--- config.mk ---
export PLATFORM = sky130hd
export DESIGN_NAME = cprc_contact_ctrl
export DESIGN_NICKNAME = d
export VERILOG_FILES = /design/src/rtl/cprc_pkg.sv /design/src/rtl/cprc_contact_ctrl.sv /design/src/rtl/cprc_contact_sync.sv /design/src/rtl/cprc_out_route.sv
export SDC_FILE = /design/constraint.sdc
export NUM_CORES = 1
export LEC_CHECK = 0
export ABC_AREA = 1
export BUFFER_PORTS_ARGS = -buffer_cell sky130_fd_sc_hd__buf_2
export CORE_UTILIZATION = 55
export CTS_BUF_LIST = sky130_fd_sc_hd__clkbuf_2
export DETAILED_ROUTE_END_ITERATION = 16
export GPL_TIMING_DRIVEN = 0
export PLACE_DENSITY = 0.78
export SYNTH_ARGS = -nofsm -noshare
export SYNTH_HDL_FRONTEND = slang
export SYNTH_SLANG_ARGS = --single-unit
--- constraint.sdc ---
create_clock -name core_clk -period 2.1 [get_ports core_clk]
set_input_delay 0.21 -clock core_clk [delete_from_list [all_inputs] [get_ports core_clk]]
set_output_delay 0.21 -clock core_clk [all_outputs]
set_load 0.05 [all_outputs]
--- src/rtl/cprc_pkg.sv ---
// Shared constants, register map and carrier types for the contact I/O block
package cprc_pkg;

	// Register byte offsets on the Avalon slave
	localparam logic [7:0] CPRC_OFS_CONFIG = 8'h00;
	localparam logic [7:0] CPRC_OFS_MANUAL = 8'h04;
	localparam logic [7:0] CPRC_OFS_STATUS = 8'h08;
	localparam logic [7:0] CPRC_OFS_PRESET = 8'h20;
	localparam logic [7:0] CPRC_OFS_PRESET_END = 8'h3C;

	// Configuration register fields
	localparam int CPRC_CFG_SWM_LSB = 0;
	localparam int CPRC_CFG_OTY_LSB = 2;
	localparam int CPRC_CFG_RTA_LSB = 4;
	localparam int CPRC_CFG_RTB_LSB = 8;
	localparam int CPRC_CFG_GRP_LSB = 12;
	localparam logic [31:0] CPRC_CFG_RESET = 32'h0000_0000;

	// Manual register fields
	localparam int CPRC_MAN_EN_BIT = 16;
	localparam logic [31:0] CPRC_MAN_RESET = 32'h0000_0000;
	localparam logic [15:0] CPRC_PRESET_RESET = 16'h0000;

	// Setting encodings
	localparam logic [1:0] CPRC_SWM_CONTACT = 2'h2;
	localparam logic [1:0] CPRC_OTY_CURRENT = 2'h0;
	localparam logic [1:0] CPRC_OTY_PULSE = 2'h1;
	localparam logic [1:0] CPRC_OTY_RELAY = 2'h2;
	localparam logic [2:0] CPRC_RT_PV = 3'h1;
	localparam logic [2:0] CPRC_RT_SP = 3'h2;
	localparam logic [2:0] CPRC_RT_MV = 3'h3;
	localparam logic [2:0] CPRC_RT_LOOP = 3'h4;
	localparam logic [4:0] CPRC_BANK_OFFSET = 5'h10;

	// Program operation modes
	typedef enum logic {CPRC_MODE_RESET, CPRC_MODE_RUN} cprc_mode_t;

	// Eight contact inputs as one word
	typedef struct packed {
		logic upperBank;
		logic sourceSwitch;
		logic halt;
		logic run;
		logic [3:0] patternBits;
	} cprc_contact_t;

	// Internal events routed to contact outputs
	typedef struct packed {
		logic [3:0] timeEvent;
		logic alarmA;
		logic [1:0] pvEvent;
	} cprc_event_t;

	// Retransmission and loop supply selection result
	typedef struct packed {
		logic retransAEn;
		logic [15:0] retransAValue;
		logic retransBEn;
		logic [15:0] retransBValue;
		logic loopSupplyEn;
	} cprc_route_t;

endpackage

--- src/rtl/cprc_contact_ctrl.sv ---
// Contact input decoder, program run control and contact output top level
//
// How it works
// RULE1: four contacts weigh 1,2,4,8 into pattern
// RULE2: second only gives 2, first+second give 3
// RULE3: eighth contact adds sixteen to pattern
// RULE4: pattern taken only in reset mode
// RULE5: fifth contact rising starts program run
// RULE6: sixth contact rising stops program run
// RULE7: stopped operation drives active group preset
// RULE8: stop preset overrides manual output value
// RULE9: seventh contact switches source when method 2
// RULE10: eight groups held, one active
// RULE11: setting picks current, pulse or relay output
// RULE12: PV events to contact outputs 1, 2
// RULE13: instrument alarm to contact output 3
// RULE14: time events 1-4 to outputs 4-7
// RULE15: retransmission 1 source PV, setpoint or MV
// RULE16: retransmission 2 only with relay main output
// RULE17: loop supply when type 4, no retransmission
// RULE18: seventh contact off input 1, on input 2
// RULE19: contacts synchronised, rising edges give pulses
`timescale 1ns/1ns
`default_nettype none
module cprc_contact_ctrl
	import cprc_pkg::*;
#(
	parameter int GROUPS = 8,
	parameter int VW = 16
) (
	input wire logic core_clk,
	input wire logic reset_n,
	input wire logic [7:0] avs_address,
	input wire logic avs_read,
	input wire logic avs_write,
	input wire logic [31:0] avs_writedata,
	input wire logic [3:0] avs_byteenable,
	output logic [31:0] avs_readdata,
	output logic avs_waitrequest,
	input wire cprc_contact_t contactIn,
	input wire cprc_event_t eventIn,
	input wire logic autoSourceSel,
	input wire logic [VW-1:0] pvInputA,
	input wire logic [VW-1:0] pvInputB,
	input wire logic [VW-1:0] programSetpoint,
	input wire logic [VW-1:0] pidOutput,
	output logic [6:0] contactOut,
	output logic [4:0] patternNum,
	output logic programRunning,
	output logic pvSourceSel,
	output logic [VW-1:0] pvValue,
	output logic [2:0] activeGroup,
	output logic [VW-1:0] ctrlOutValue,
	output logic [2:0] ctrlOutKind,
	output cprc_route_t retransOut
);
	initial begin
		if (GROUPS != 8 || VW != 16) begin
			$error("cprc_contact_ctrl supports GROUPS=8 and VW=16 only");
		end
	end

	// Register state
	logic [31:0] config_q; // Method, output types, active group
	logic [31:0] manual_q; // Manual value and enable
	logic [VW-1:0] preset_q [GROUPS]; // Preset output per group, see RULE10
	logic waitReq_q; // Avalon wait, one wait cycle per access
	logic [31:0] rdData_q; // Captured read data
	cprc_mode_t mode_q; // Reset or run mode
	logic [4:0] pattern_q; // Selected pattern number
	logic [6:0] contactOut_q;
	logic pvSel_q;
	logic [VW-1:0] pvValue_q;
	logic [VW-1:0] ctrlOut_q;
	logic [2:0] outKind_q;
	cprc_route_t route_q;

	// Byte-lane merge used for every writable word
	function automatic logic [31:0] merge(input logic [31:0] old, input logic [31:0] wd,
			input logic [3:0] be);
		logic [31:0] res;
		res = old;
		for (int i = 0; i < 4; i++) begin
			if (be[i]) begin
				res[8*i +: 8] = wd[8*i +: 8];
			end
		end
		return res;
	endfunction

	// Synchronised contacts and their rising edges
	wire logic [7:0] contactLvl;
	wire logic [7:0] contactRise;
	cprc_contact_sync #(.WIDTH(8)) u_sync (
		.core_clk(core_clk),
		.reset_n(reset_n),
		.rawIn(contactIn),
		.level(contactLvl),
		.rise(contactRise)
	);
	cprc_contact_t lvl;
	cprc_contact_t rise;
	assign lvl = contactLvl;
	assign rise = contactRise;

	// Configuration fields
	wire logic [1:0] switchMethodSel = config_q[CPRC_CFG_SWM_LSB +: 2];
	wire logic [1:0] mainOutputTypeSel = config_q[CPRC_CFG_OTY_LSB +: 2];
	wire logic [2:0] retransATypeSel = config_q[CPRC_CFG_RTA_LSB +: 3];
	wire logic [2:0] retransBTypeSel = config_q[CPRC_CFG_RTB_LSB +: 3];
	wire logic [2:0] groupSel = config_q[CPRC_CFG_GRP_LSB +: 3];
	wire logic manualEn = manual_q[CPRC_MAN_EN_BIT];
	wire logic [VW-1:0] manualValue = manual_q[VW-1:0];

	// Bus decode; a request is taken in its first cycle
	wire logic busReq = (avs_read || avs_write) && waitReq_q;
	wire logic busDone = (avs_read || avs_write) && !waitReq_q;
	wire logic hitConfig = (avs_address == CPRC_OFS_CONFIG);
	wire logic hitManual = (avs_address == CPRC_OFS_MANUAL);
	wire logic hitStatus = (avs_address == CPRC_OFS_STATUS);
	wire logic hitPreset = (avs_address >= CPRC_OFS_PRESET) &&
		(avs_address <= CPRC_OFS_PRESET_END) && (avs_address[1:0] == 2'b00);
	wire logic [2:0] presetIdx = avs_address[4:2];
	wire logic [7:0] statusWord = {1'b0, pvSel_q, (mode_q == CPRC_MODE_RUN), pattern_q};

	// Read mux; unmapped addresses read zero
	wire logic [31:0] rdMux = hitConfig ? config_q :
		hitManual ? manual_q :
		hitStatus ? {17'h0_0000, contactOut_q, statusWord} :
		hitPreset ? {16'h0000, preset_q[presetIdx]} : 32'h0000_0000;

	// Pattern decode: binary weights plus upper bank offset
	wire logic patternValid = (lvl.patternBits != 4'h0); // see RULE1
	wire logic [4:0] patternDecoded = {1'b0, lvl.patternBits} +
		(lvl.upperBank ? CPRC_BANK_OFFSET : 5'h00); // see RULE1, see RULE2, see RULE3

	// Run control; a stop edge beats a start edge in the same cycle
	wire logic startReq = rise.run && !rise.halt; // see RULE5
	wire logic stopReq = rise.halt; // see RULE6
	cprc_mode_t modeNext;
	assign modeNext = stopReq ? CPRC_MODE_RESET :
		(startReq ? CPRC_MODE_RUN : mode_q);

	// Source selection: contact only under method 2, else the range logic
	wire logic srcSel_d = (switchMethodSel == CPRC_SWM_CONTACT) ?
		lvl.sourceSwitch : autoSourceSel; // see RULE9, see RULE18
	wire logic [VW-1:0] pvValue_d = srcSel_d ? pvInputB : pvInputA; // see RULE18

	// Control output: preset when stopped, ahead of manual and PID
	wire logic [VW-1:0] ctrlOut_d = (mode_q == CPRC_MODE_RESET) ? preset_q[groupSel] :
		(manualEn ? manualValue : pidOutput); // see RULE7, see RULE8, see RULE10

	// One-hot output kind: bit0 current, bit1 pulse, bit2 relay
	wire logic [2:0] outKind_d = {mainOutputTypeSel == CPRC_OTY_RELAY,
		mainOutputTypeSel == CPRC_OTY_PULSE,
		mainOutputTypeSel == CPRC_OTY_CURRENT}; // see RULE11

	// Event routing in ascending contact order
	wire logic [6:0] contactOut_d = {eventIn.timeEvent, eventIn.alarmA,
		eventIn.pvEvent[1], eventIn.pvEvent[0]}; // see RULE12, see RULE13, see RULE14

	// Retransmission selection works on the registered selected PV and output
	cprc_route_t route_d;
	cprc_out_route u_route (
		.mainType(mainOutputTypeSel),
		.retransAType(retransATypeSel),
		.retransBType(retransBTypeSel),
		.pvValue(pvValue_q),
		.setpoint(programSetpoint),
		.ctrlValue(ctrlOut_q),
		.route(route_d)
	);

	// Avalon slave: one wait state, then readdata and write commit together
	always_ff @(posedge core_clk or negedge reset_n) begin
		if (!reset_n) begin
			waitReq_q <= 1'b1;
			rdData_q <= 32'h0000_0000;
		end else begin
			waitReq_q <= !busReq;
			if (busReq && avs_read) begin
				rdData_q <= rdMux;
			end
		end
	end

	// Writable registers; commit at the edge where waitrequest is low
	always_ff @(posedge core_clk or negedge reset_n) begin
		if (!reset_n) begin
			config_q <= CPRC_CFG_RESET;
			manual_q <= CPRC_MAN_RESET;
		end else if (busDone && avs_write) begin
			if (hitConfig) begin
				config_q <= merge(config_q, avs_writedata, avs_byteenable);
			end
			if (hitManual) begin
				manual_q <= merge(manual_q, avs_writedata, avs_byteenable);
			end
		end
	end

	// Preset table, one word per group
	always_ff @(posedge core_clk or negedge reset_n) begin
		if (!reset_n) begin
			for (int g = 0; g < GROUPS; g++) begin
				preset_q[g] <= CPRC_PRESET_RESET;
			end
		end else if (busDone && avs_write && hitPreset) begin
			preset_q[presetIdx] <= VW'(merge({16'h0000, preset_q[presetIdx]},
				avs_writedata, avs_byteenable));
		end
	end

	// Mode and pattern; pattern only follows contacts in reset mode
	always_ff @(posedge core_clk or negedge reset_n) begin
		if (!reset_n) begin
			mode_q <= CPRC_MODE_RESET;
			pattern_q <= 5'h01;
		end else begin
			mode_q <= modeNext; // see RULE5, see RULE6
			if (mode_q == CPRC_MODE_RESET && patternValid) begin
				pattern_q <= patternDecoded; // see RULE4
			end
		end
	end

	// Output flops so every port comes from a register
	always_ff @(posedge core_clk or negedge reset_n) begin
		if (!reset_n) begin
			contactOut_q <= 7'h00;
			pvSel_q <= 1'b0;
			pvValue_q <= '0;
			ctrlOut_q <= '0;
			outKind_q <= 3'h1;
			route_q <= '0;
		end else begin
			contactOut_q <= contactOut_d;
			pvSel_q <= srcSel_d;
			pvValue_q <= pvValue_d;
			ctrlOut_q <= ctrlOut_d;
			outKind_q <= outKind_d;
			route_q <= route_d;
		end
	end

	assign avs_waitrequest = waitReq_q;
	assign avs_readdata = rdData_q;
	assign contactOut = contactOut_q;
	assign patternNum = pattern_q;
	assign programRunning = (mode_q == CPRC_MODE_RUN);
	assign pvSourceSel = pvSel_q;
	assign pvValue = pvValue_q;
	assign activeGroup = groupSel;
	assign ctrlOutValue = ctrlOut_q;
	assign ctrlOutKind = outKind_q;
	assign retransOut = route_q;
endmodule // cprc_contact_ctrl
`default_nettype wire

--- src/rtl/cprc_contact_sync.sv ---
// Two-stage synchroniser with rising edge detect for the contact inputs
`timescale 1ns/1ns
`default_nettype none
module cprc_contact_sync #(
	parameter int WIDTH = 8
) (
	input wire logic core_clk,
	input wire logic reset_n,
	input wire logic [WIDTH-1:0] rawIn,
	output logic [WIDTH-1:0] level,
	output logic [WIDTH-1:0] rise
);
	logic [WIDTH-1:0] meta_q; // First stage, read only by the second
	logic [WIDTH-1:0] sync_q; // Second stage, safe to use
	logic [WIDTH-1:0] prev_q; // Previous synchronised sample

	initial begin
		if (WIDTH < 1) begin
			$error("cprc_contact_sync needs WIDTH of at least 1");
		end
	end

	// Shift chain; contacts bounce, so upstream debounce is assumed
	always_ff @(posedge core_clk or negedge reset_n) begin
		if (!reset_n) begin
			meta_q <= '0;
			sync_q <= '0;
			prev_q <= '0;
		end else begin
			meta_q <= rawIn;
			sync_q <= meta_q;
			prev_q <= sync_q;
		end
	end

	// One-cycle pulse on an off-to-on change of two samples
	assign level = sync_q;
	assign rise = sync_q & ~prev_q; // see RULE19
endmodule // cprc_contact_sync
`default_nettype wire

--- src/rtl/cprc_out_route.sv ---
// Retransmission source and loop supply selection for the shared terminals
`timescale 1ns/1ns
`default_nettype none
module cprc_out_route
	import cprc_pkg::*;
(
	input wire logic [1:0] mainType,
	input wire logic [2:0] retransAType,
	input wire logic [2:0] retransBType,
	input wire logic [15:0] pvValue,
	input wire logic [15:0] setpoint,
	input wire logic [15:0] ctrlValue,
	output cprc_route_t route
);
	// Picks a retransmission source; unknown codes give zero
	function automatic logic [15:0] pick(input logic [2:0] typ, input logic [15:0] pv,
			input logic [15:0] sp, input logic [15:0] mv);
		logic [15:0] res;
		res = 16'h0000;
		if (typ == CPRC_RT_PV) begin
			res = pv;
		end else if (typ == CPRC_RT_SP) begin
			res = sp;
		end else if (typ == CPRC_RT_MV) begin
			res = mv;
		end
		return res;
	endfunction

	// Source is live only for the three value codes
	function automatic logic isSource(input logic [2:0] typ);
		return (typ == CPRC_RT_PV) || (typ == CPRC_RT_SP) || (typ == CPRC_RT_MV);
	endfunction

	wire logic mainIsRelay = (mainType == CPRC_OTY_RELAY);
	wire logic loopA = (retransAType == CPRC_RT_LOOP);
	wire logic loopB = (retransBType == CPRC_RT_LOOP);

	// Output 1 takes any of the three sources
	assign route.retransAEn = isSource(retransAType); // see RULE15
	assign route.retransAValue = pick(retransAType, pvValue, setpoint, ctrlValue); // see RULE15
	// Output 2 shares the main terminal, so only a relay main output frees it
	assign route.retransBEn = mainIsRelay && isSource(retransBType); // see RULE16
	assign route.retransBValue = pick(retransBType, pvValue, setpoint, ctrlValue);
	// Loop supply takes the terminal instead of retransmission
	assign route.loopSupplyEn = loopA || loopB; // see RULE17
endmodule // cprc_out_route
`default_nettype wire

==> results.ini, run 1 <==
[detailed_routing]
ant_nets = 0
routed_via_density = 6.13
num_vias = 17500
first_pass_iters = 6
wirelength_mm = 64.7
drc_errors = 0
drtIter0Drc = 2721
wl_per_cell_um = 22.7

[setup_path]
worstPathCellList = buf_2 > clkinv_2 > buf_2 > nand3_1 > nand3_1 > o21ai_1
critPathTopFamily = buffers and inverters
crit_cells = 6
crit_slowest_cell = dfrtp_1
r2r_end = ctrlOutValue[6]
start_kind = register
worstPathArrival_ns = 3.01
crit_type = register to register
r2r_cells = 6
crit_start = config_q[14]
path_buf_inv = 3
cp-end-kind = register
r2r-start = config_q[14]
critical_path.max_stage_delay_ns = 0.42
cp.required_ns = 2.90
r2r_setup_slack_ns = -0.12
crit_fanout = 10

[die]
die_w_um = 171
start_util_pct = 56.3
core_area_um2 = 28000
pin_count = 248
core.rowCount = 61
die_h_um = 171
dieArea_um2 = 29400

[sta]
worst_hold_slack_ns = 0.0290
hold_violations = 0
slew_viol_final = 0
layout_setup_ws_ns = -0.118
max_freq_mhz = 451
setup_viol = 3
skew_ns = 0.100
worst_pin_slew_ns = 0.899
fin_crit_sh_pct = 106
rsz0062_at_grt = true
fin_crit_ns = 2.22
slew_headroom_pct = 40.1

[min_path]
hold_depth = 3
hold_path_class = input pin to register
hold_path.startpoint = pvInputB[7]
min_to = pvValue[7]

[clock_network]
path_clk_slew_ns = 0.10
clk_latency_ns = 0.96
root_buffer = clkbuf_2
cts-buffers-inserted = 85
cts_buffer_depth = 3
clock-sinks = 327
cts_htree_levels = 3
cts_tree = yes

[yosys]
synth_compound_area_share_pct = 14.5
synth_top_cell_by_area = dfrtp_1
synth.most_common_cell = nand2_1
synthXorXnorAreaFrac_pct = 0
synth_area_leaders = dfrtp_1 51%, nand2_1 12%, nand3_1 8.4%, o21ai_0 6.9%, inv_1 4.5%
synth.distinct_cells = 32
synth_edf_count = 0
syn_nets = 2060
synthTopCellsByCount = 487 x nand2_1, 324 x dfrtp_1, 266 x nand3_1
synth_ff_type = dfrtp_1
ys_ff_latch = 327
netlist_instances = 1932
yosysWarnings = 0
syn_area_per_cell_um2 = 8.17
async_flop_share_pct = 100
synth-simple-area-share_pct = 24.2
synth_top_area_share_pct = 51.4
synthAdderAreaFrac_pct = 0
seq_area_frac_synth_pct = 51.9
netlist_area_um2 = 15800
synth.mux.area_fraction_pct = 1.21
synth_top_family_by_area = simple AND/OR/NAND/NOR gates

[global_route]
globalRouteOverflowTotal = 0
antenna_found_initial = 2
grt_pass1_vias = 17200
grtUsageTotal_pct = 44.7
grt_max_degree = 126
grt_first_pass_wirelength_mm = 96.9

[finish]
drive_above_1_share_pct = 21.8
final_core_util_pct = 71.1
fin_nets = 2546
area_growth_pct = 26.1

[power_and_ir_drop]
power.density_nw_per_um2 = 693
power.leakage_nw = 10.4
ir_drop_mv = 0.573

[outcome]
outcome = finished with violations
violations = negative setup slack

[run]
maxCapViolations = 0

[placement]
io_buffers = 244
gp_congestion = 0.968
hpwl_mm = 41.1
place_ws_ns = -0.854

==> worst register-to-register path, cell delays in order, from the launching register on <==
cell and delay, ns:
dfrtp_1 0.42, buf_2 0.36, clkinv_2 0.32, buf_2 0.38
nand3_1 0.19, nand3_1 0.22, o21ai_1 0.24
==> state kept, by name, summed over array words and instances, names as in the netlist <==
signal and count:
ctrlOutKind 3, patternNum 5, retransOut 35, pvValue 16, u_sync.level 8, preset_q 128, pvSourceSel 1, programRunning 1
u_sync.meta_q 8, manual_q 32, config_q 32, avs_readdata 32, contactOut 7, avs_waitrequest 1, ctrlOutValue 16, u_sync.prev_q 2
==> through the flow <==
stage	setup TNS (ns)	cells	cell area (um^2)	power, mW
global route	-0.0347	2854	19900	14.2
finish	-0.221	2854	19900	13.8
CTS	0	2849	19800	13.6
detailed placement	-10.31	2556	17500	9.05
floorplan	0	1932	15800	8.19
global placement	-1743.77	2554	17500	9.00
==> cell type report <==
| class | count | area, um^2 |
|---|---|---|
| sequential | 327 | 8190 |
| fill | 2165 | 8110 |
| multi-input combinational | 1291 | 6320 |
| timing repair buffer | 399 | 2810 |
| inverter | 204 | 767 |
| clock buffer | 125 | 626 |
| buffer | 110 | 598 |
| tap | 378 | 473 |
| clock inverter | 19 | 121 |
| antenna | 1 | 2.50 |
==> layout by cell type (no fill, tap or decap), types with 3 or more instances in the layout <==
cell type	instances
clkbuf_1	27
o211ai_1	7
clkinv_1	14
a21oi_1	87
nand2_2	8
nor3_4	4
o221ai_1	32
dfstp_2	3
o21ai_1	58
clkbuf_2	140
nor2_4	5
clkbuf_4	7
buf_2	283
mux2_2	17
dlygate4sd3_1	149
buf_4	16
nand3_1	266
buf_1	3
inv_1	189
nor2_2	4
nand4_1	10
nand3_2	17
inv_2	12
nor2_1	50
buf_6	6
o21ai_0	218
o21a_1	15
dfrtp_1	324
nand2_1	484
==> timing repair <==
item / CTS / global route
gates cloned: 0 / 0
gates resized for setup: 25 / 45
hold buffers: 149 / 0
pin swaps: 0 / 2
buffers inserted: 0 / 4
setup endpoints to repair: 27 / 124
endpoints found under the hold margin: 552 / 0
==> cells by family after synthesis <==
family / after synthesis
compound gates: 420
buf+inv: 314
flops: 327
mux: 17
simple gates: 854
==> metal layers <==
| metal | wire (um) | vias to the layer above | global-route usage (%) |
|---|---|---|---|
| met3 | 8570 | 378 | 13.7 |
| met2 | 28400 | 1507 | 67.9 |
| li1 | - | 7403 | - |
| met5 | 46 | - | 0 |
| met1 | 22900 | 8217 | 54.7 |
| met4 | 4810 | 2 | 30.3 |
==> worst max-delay path by stage <==
stage	endpoint	slack, ns
2_1_floorplan	patternNum[4]	0.33
3_3_place_gp	avs_readdata[29]	-5.37
3_5_place_dp	ctrlOutValue[12]	-0.85
4_1_cts	ctrlOutValue[6]	0.0005
5_1_grt	ctrlOutValue[14]	-0.03
6_report	ctrlOutValue[6]	-0.12
==> report_power, final <==
part           leakage (nW)  total (mW)  internal, mW  switching [mW]
Sequential             3.99        6.80          6.59           0.205
Clock                 0.569        4.50          1.71            2.79
Combinational          5.80        2.49         0.709            1.78
Total                  10.4        13.8          9.01            4.77
No activity file was read; power rests on OpenSTA's default activity.
==> inputs of run 2 (changes only) <==
CELL_PAD_IN_SITES_DETAIL_PLACEMENT = 2   (was default)
CELL_PAD_IN_SITES_GLOBAL_PLACEMENT = 2   (was default)
CORE_UTILIZATION = 31   (was 55)
PLACE_DENSITY = default   (was 0.78)
PLACE_DENSITY_LB_ADDON = 0.1   (was default)
clock period = 1.9 ns   (was 2.1 ns; I/O delays follow)
==> results.ini, run 2 (synthesized netlist as in run 1, its figures left out) <==
[outcome]
outcome = finished with violations
violations = negative hold slack, negative setup slack

[setup_path]
r2r-start = avs_waitrequest
crit_slowest_cell = dfrtp_1
crit_type = register to primary output
r2r_setup_slack_ns = -0.69
worstPathArrival_ns = 2.44
start_kind = register
critPathTopFamily = flip-flops
crit_fanout = 1
r2r_end = preset_q[99]
cp-end-kind = primary output
path_buf_inv = 1
critical_path.max_stage_delay_ns = 0.79
cp.required_ns = 1.71
worstPathCellList = buf_6
r2r_cells = 9

[detailed_routing]
drc_errors = 0
wl_per_cell_um = 37.9
drtIter0Drc = 2521
wirelength_mm = 129
ant_nets = 0
routed_via_density = 6.20
num_vias = 21100
first_pass_iters = 5

[sta]
slew_viol_final = 0
slew_headroom_pct = 4.78
hold_violations = 1
setup_viol = 326
fin_crit_ns = 2.63
layout_setup_ws_ns = -0.731
worst_hold_slack_ns = -0.00867
rsz0062_at_grt = true
worst_pin_slew_ns = 1.43
fin_crit_sh_pct = 138
fin_setup_tns_ns = -55.98
skew_ns = 0.184
max_freq_mhz = 380

[finish]
final_cell_mix = 478 x nand2_1, 310 x dfrtp_1, 239 x dlygate4sd3_1
num-fill-cells = 5331
area_growth_pct = 54.4
multi_input_area_um2 = 6960
drive_above_1_share_pct = 30.9
final_core_util_pct = 48.6
mostFrequentLayoutCell = nand2_1
fin_nets = 2769
largest_register_ffs = 128
seq_area_um2 = 8200
largest_register = preset_q
final_cells = 3407

[clock_network]
root_buffer = clkbuf_2
clock-sinks = 327
path_clk_slew_ns = 0.31
cts_buffer_depth = 3
cts_htree_levels = 3
cts_tree = yes
cts-buffers-inserted = 97
clk_latency_ns = 1.40

[placement]
hpwl_mm = 55.5
dp.cells = 2850
gp_congestion = 0.886
place_ws_ns = -1.65
io_buffers = 244

[die]
core.rowCount = 82
die_w_um = 228
dieArea_um2 = 51800
pin_count = 248
start_util_pct = 31.5
die_h_um = 228
core_area_um2 = 50200

[min_path]
hold_path.startpoint = avs_byteenable[3]
hold_path_class = input pin to register
hold_depth = 7
min_to = manual_q[25]

[power_and_ir_drop]
power.leakage_nw = 12.0
comb_power_share_pct = 21.9
p_int_mw = 10.9
p_switching_mw = 7.81
switching_share_pct = 41.7
power.density_nw_per_um2 = 769
p_seq_share_pct = 41.0
clockPowerShare_pct = 37.1
ir_drop_mv = 0.428

[global_route]
antenna_found_initial = 33
grtUsageTotal_pct = 41.0
grt_first_pass_wirelength_mm = 150
globalRouteOverflowTotal = 0
grt_max_degree = 116
grt_pass1_vias = 21600

[run]
maxCapViolations = 0

[run 2: cell count changes in the layout (fill, tap and decap cells not counted), sizes merged]
cell and change:
dlygate4sd3 +90, diode +22, dlymetal6s4s +2, clkdlybuf4s15 +1, buf +121, clkbuf +23
[run 2: per-layer routing]
layer	vias up	wire length (um)	global-route usage, %
met4	26	14400	32.6
li1	7889	-	-
met5	-	382	0
met3	872	14900	12.2
met2	1759	57100	66.9
met1	10600	42400	44.5
[run 2: worst max path at each step]
| stage | slack, ns | depth (start not counted) | start | endpoint |
|---|---|---|---|---|
| after floorplan | 0.13 | 4 | programRunning | patternNum[4] |
| after global placement | -6.31 | 1 | reset_n | avs_readdata[29] |
| after detailed placement | -1.65 | 6 | config_q[14] | ctrlOutValue[12] |
| after CTS | -0.28 | 1 | avs_waitrequest | avs_waitrequest |
| after global routing | -1.0 | 9 | avs_waitrequest | config_q[8] |
| final | -0.73 | 1 | retransOut[12] | retransOut[12] |
[run 2: stage by stage]
stage / total power [mW] / cell area (um^2) / hold WS (ns)
4_1_cts: 16.7 / 22500 / 0.0112
5_1_grt: 18.9 / 24300 / -0.00850
3_3_place_gp: 10.1 / 17800 / 0.298
2_1_floorplan: 9.05 / 15800 / -0.106
6_report: 18.7 / 24400 / -0.00867
3_5_place_dp: 10.2 / 17900 / 0.300
[run 2: area by class of cell]
class | instances | share of cell area [%]
sequential | 327 | 33.7
tap | 672 | 3.45
multi-input combinational | 1291 | 28.6
clock buffer | 151 | 3.10
buffer | 105 | 3.78
inverter | 204 | 3.22
clock inverter | 19 | 0.483
antenna | 23 | 0.236
timing repair buffer | 615 | 23.5
[run 2: power groups by stage]
stage,Combinational (mW),Sequential (mW),Clock (mW)
2_1_floorplan,0.829,8.22,0
3_3_place_gp,2.48,7.62,0
3_5_place_dp,2.55,7.64,0
4_1_cts,3.33,7.52,5.86
5_1_grt,4.16,7.69,7.07
6_report,4.10,7.68,6.95
[run 2: what timing repair did]
item / 4_1_cts / 5_1_grt
endpoints found under the hold margin: 624 / 27
pin swaps: 4 / 21
cloned: 0 / 8
hold buffers: 239 / 4
endpoints found under the setup margin: 261 / 375
setup buffers: 43 / 77
resized for setup: 362 / 336
==> inputs of run 3 (changes only) <==
ABC_AREA = default   (was 1)
CORE_UTILIZATION = 35   (was 31)
==> results.ini, run 3 <==
[die]
die_h_um = 208
start_util_pct = 35.5
pin_count = 248
core.rowCount = 75
die_w_um = 208
core_area_um2 = 42000
dieArea_um2 = 43500

[finish]
final_cells = 2603
largest_register_ffs = 128
largest_register = preset_q
multi_input_area_um2 = 6790
drive_above_1_share_pct = 40.4
seq_area_um2 = 8200
num-fill-cells = 4071
fin_nets = 2115
area_growth_pct = 50.6
mostFrequentLayoutCell = dfrtp_1
final_cell_mix = 315 x dfrtp_1, 235 x dlygate4sd3_1, 195 x nor2_1

[outcome]
violations = negative hold slack, negative setup slack
outcome = finished with violations

[detailed_routing]
drtIter0Drc = 1912
wirelength_mm = 105
wl_per_cell_um = 40.2
routed_via_density = 6.40
drc_errors = 0
ant_nets = 0
first_pass_iters = 7
num_vias = 16700

[setup_path]
crit_fanout = 10
r2r_setup_slack_ns = -0.34
cp-end-kind = register
worstPathArrival_ns = 3.30
r2r-start = preset_q[7]
cp.required_ns = 2.89
crit_type = input pin to register
r2r_end = preset_q[7]
r2r_cells = 5
start_kind = input pin

[min_path]
hold_depth = 4
min_to = ctrlOutValue[10]
hold_path.startpoint = pidOutput[10]
hold_path_class = input pin to register

[clock_network]
clk_latency_ns = 1.21
clock-sinks = 327
cts-buffers-inserted = 93
cts_tree = yes
cts_buffer_depth = 3
root_buffer = clkbuf_2
path_clk_slew_ns = 0.17
cts_htree_levels = 3

[sta]
worst_pin_slew_ns = 0.941
layout_setup_ws_ns = -0.412
skew_ns = 0.161
fin_setup_tns_ns = -37.36
setup_viol = 307
fin_crit_ns = 2.31
slew_viol_final = 0
hold_violations = 3
fin_crit_sh_pct = 122
max_freq_mhz = 433
rsz0062_at_grt = true
slew_headroom_pct = 37.3
worst_hold_slack_ns = -0.0778

[yosys]
syn_area_per_cell_um2 = 11.3
synth.most_common_cell = dfrtp_1
netlist_instances = 1320
synth_top_cell_by_area = dfrtp_1
synth_top_area_share_pct = 54.3
async_flop_share_pct = 100
synth_ff_type = dfrtp_1
yosysWarnings = 0
synth_edf_count = 0
syn_nets = 1448
netlist_area_um2 = 14900
synth_area_leaders = dfrtp_1 54%, mux2_2 11%, a21oi_1 5.4%, nor2_1 5.1%, mux4_2 4.8%
synthTopCellsByCount = 324 x dfrtp_1, 201 x nor2_1, 160 x a21oi_1
seq_area_frac_synth_pct = 54.9
synth.distinct_cells = 44
ys_ff_latch = 327

[global_route]
grtUsageTotal_pct = 38.8
globalRouteOverflowTotal = 0
grt_first_pass_wirelength_mm = 123
antenna_found_initial = 9
grt_pass1_vias = 17000
grt_max_degree = 116

[placement]
place_ws_ns = -1.06
hpwl_mm = 42.9
gp_congestion = 0.844
dp.cells = 2105
io_buffers = 244

[power_and_ir_drop]
ir_drop_mv = 0.402
power.density_nw_per_um2 = 831
finalPower_mw = 18.7
power.leakage_nw = 10.6

[run]
maxCapViolations = 0

[run 3: worst max path at each step]
stage | end | startpoint | cells past startpoint
after detailed placement | ctrlOutValue[12] | config_q[13] | 6
after global routing | preset_q[7] | preset_q[7] | 5
after global placement | preset_q[77] | reset_n | 1
final | preset_q[15] | avs_address[4] | 9
after CTS | ctrlOutValue[12] | config_q[12] | 6
after floorplan | ctrlOutValue[4] | config_q[12] | 6
[run 3: layer usage]
| metal | up-vias | track usage [%] | wire length, um |
|---|---|---|---|
| li1 | 6109 | - | - |
| met5 | - | 0 | 53 |
| met3 | 601 | 9.45 | 11100 |
| met4 | 8 | 18.6 | 8880 |
| met1 | 8454 | 47.7 | 36900 |
| met2 | 1488 | 63.8 | 47700 |
[run 3: timing repair]
| item | CTS | global route |
|---|---|---|
| setup buffers | 47 | 46 |
| pin swaps | 10 | 15 |
| hold endpoints to repair | 630 | 0 |
| gates cloned | 0 | 2 |
| endpoints found under the setup margin | 323 | 360 |
| gates resized for setup | 344 | 162 |
| hold buffers | 235 | 0 |
[run 3: area by class of cell]
class | instances | area share (%)
Sequential cell | 327 | 36.5
Multi-Input combinational cell | 887 | 30.2
Timing Repair Buffer | 576 | 23.3
Clock buffer | 139 | 3.09
Tap cell | 539 | 3.00
Buffer | 92 | 2.79
Clock inverter | 22 | 0.852
Inverter | 10 | 0.167
Antenna cell | 11 | 0.122
[run 3: power breakdown]
part | internal (mW) | total, mW | switching, mW
combinational | 1.53 | 4.08 | 2.55
sequential | 7.31 | 7.72 | 0.418
clock | 2.47 | 6.89 | 4.42
total | 11.3 | 18.7 | 7.38
[run 3: kinds of logic after synthesis]
group / share of synthesized area, %
AND/OR/NAND/NOR: 9.88
flip-flops: 54.9
buffers and inverters: 3.04
AO/OA/AOI/OAI: 13.2
multiplexers: 19.0
[run 3: critical path, cell delays in order]
cell and delay, ns:
buf_2 0.15, dlygate4sd3_1 0.82, clkbuf_4 0.35, nand2b_1 0.25, o22ai_1 0.17, a2111oi_1 0.83, a21oi_2 0.10, buf_12 0.19
a21oi_1 0.25
[run 3: metrics by stage]
step	area [um^2]	hold slack, ns	util, %
5_1_grt	22500	-0.0622	53.5
3_3_place_gp	16800	0.298	40.0
6_report	22500	-0.0778	53.5
3_5_place_dp	16900	0.300	40.2
4_1_cts	21500	0.00132	51.2
2_1_floorplan	14900	-0.106	-
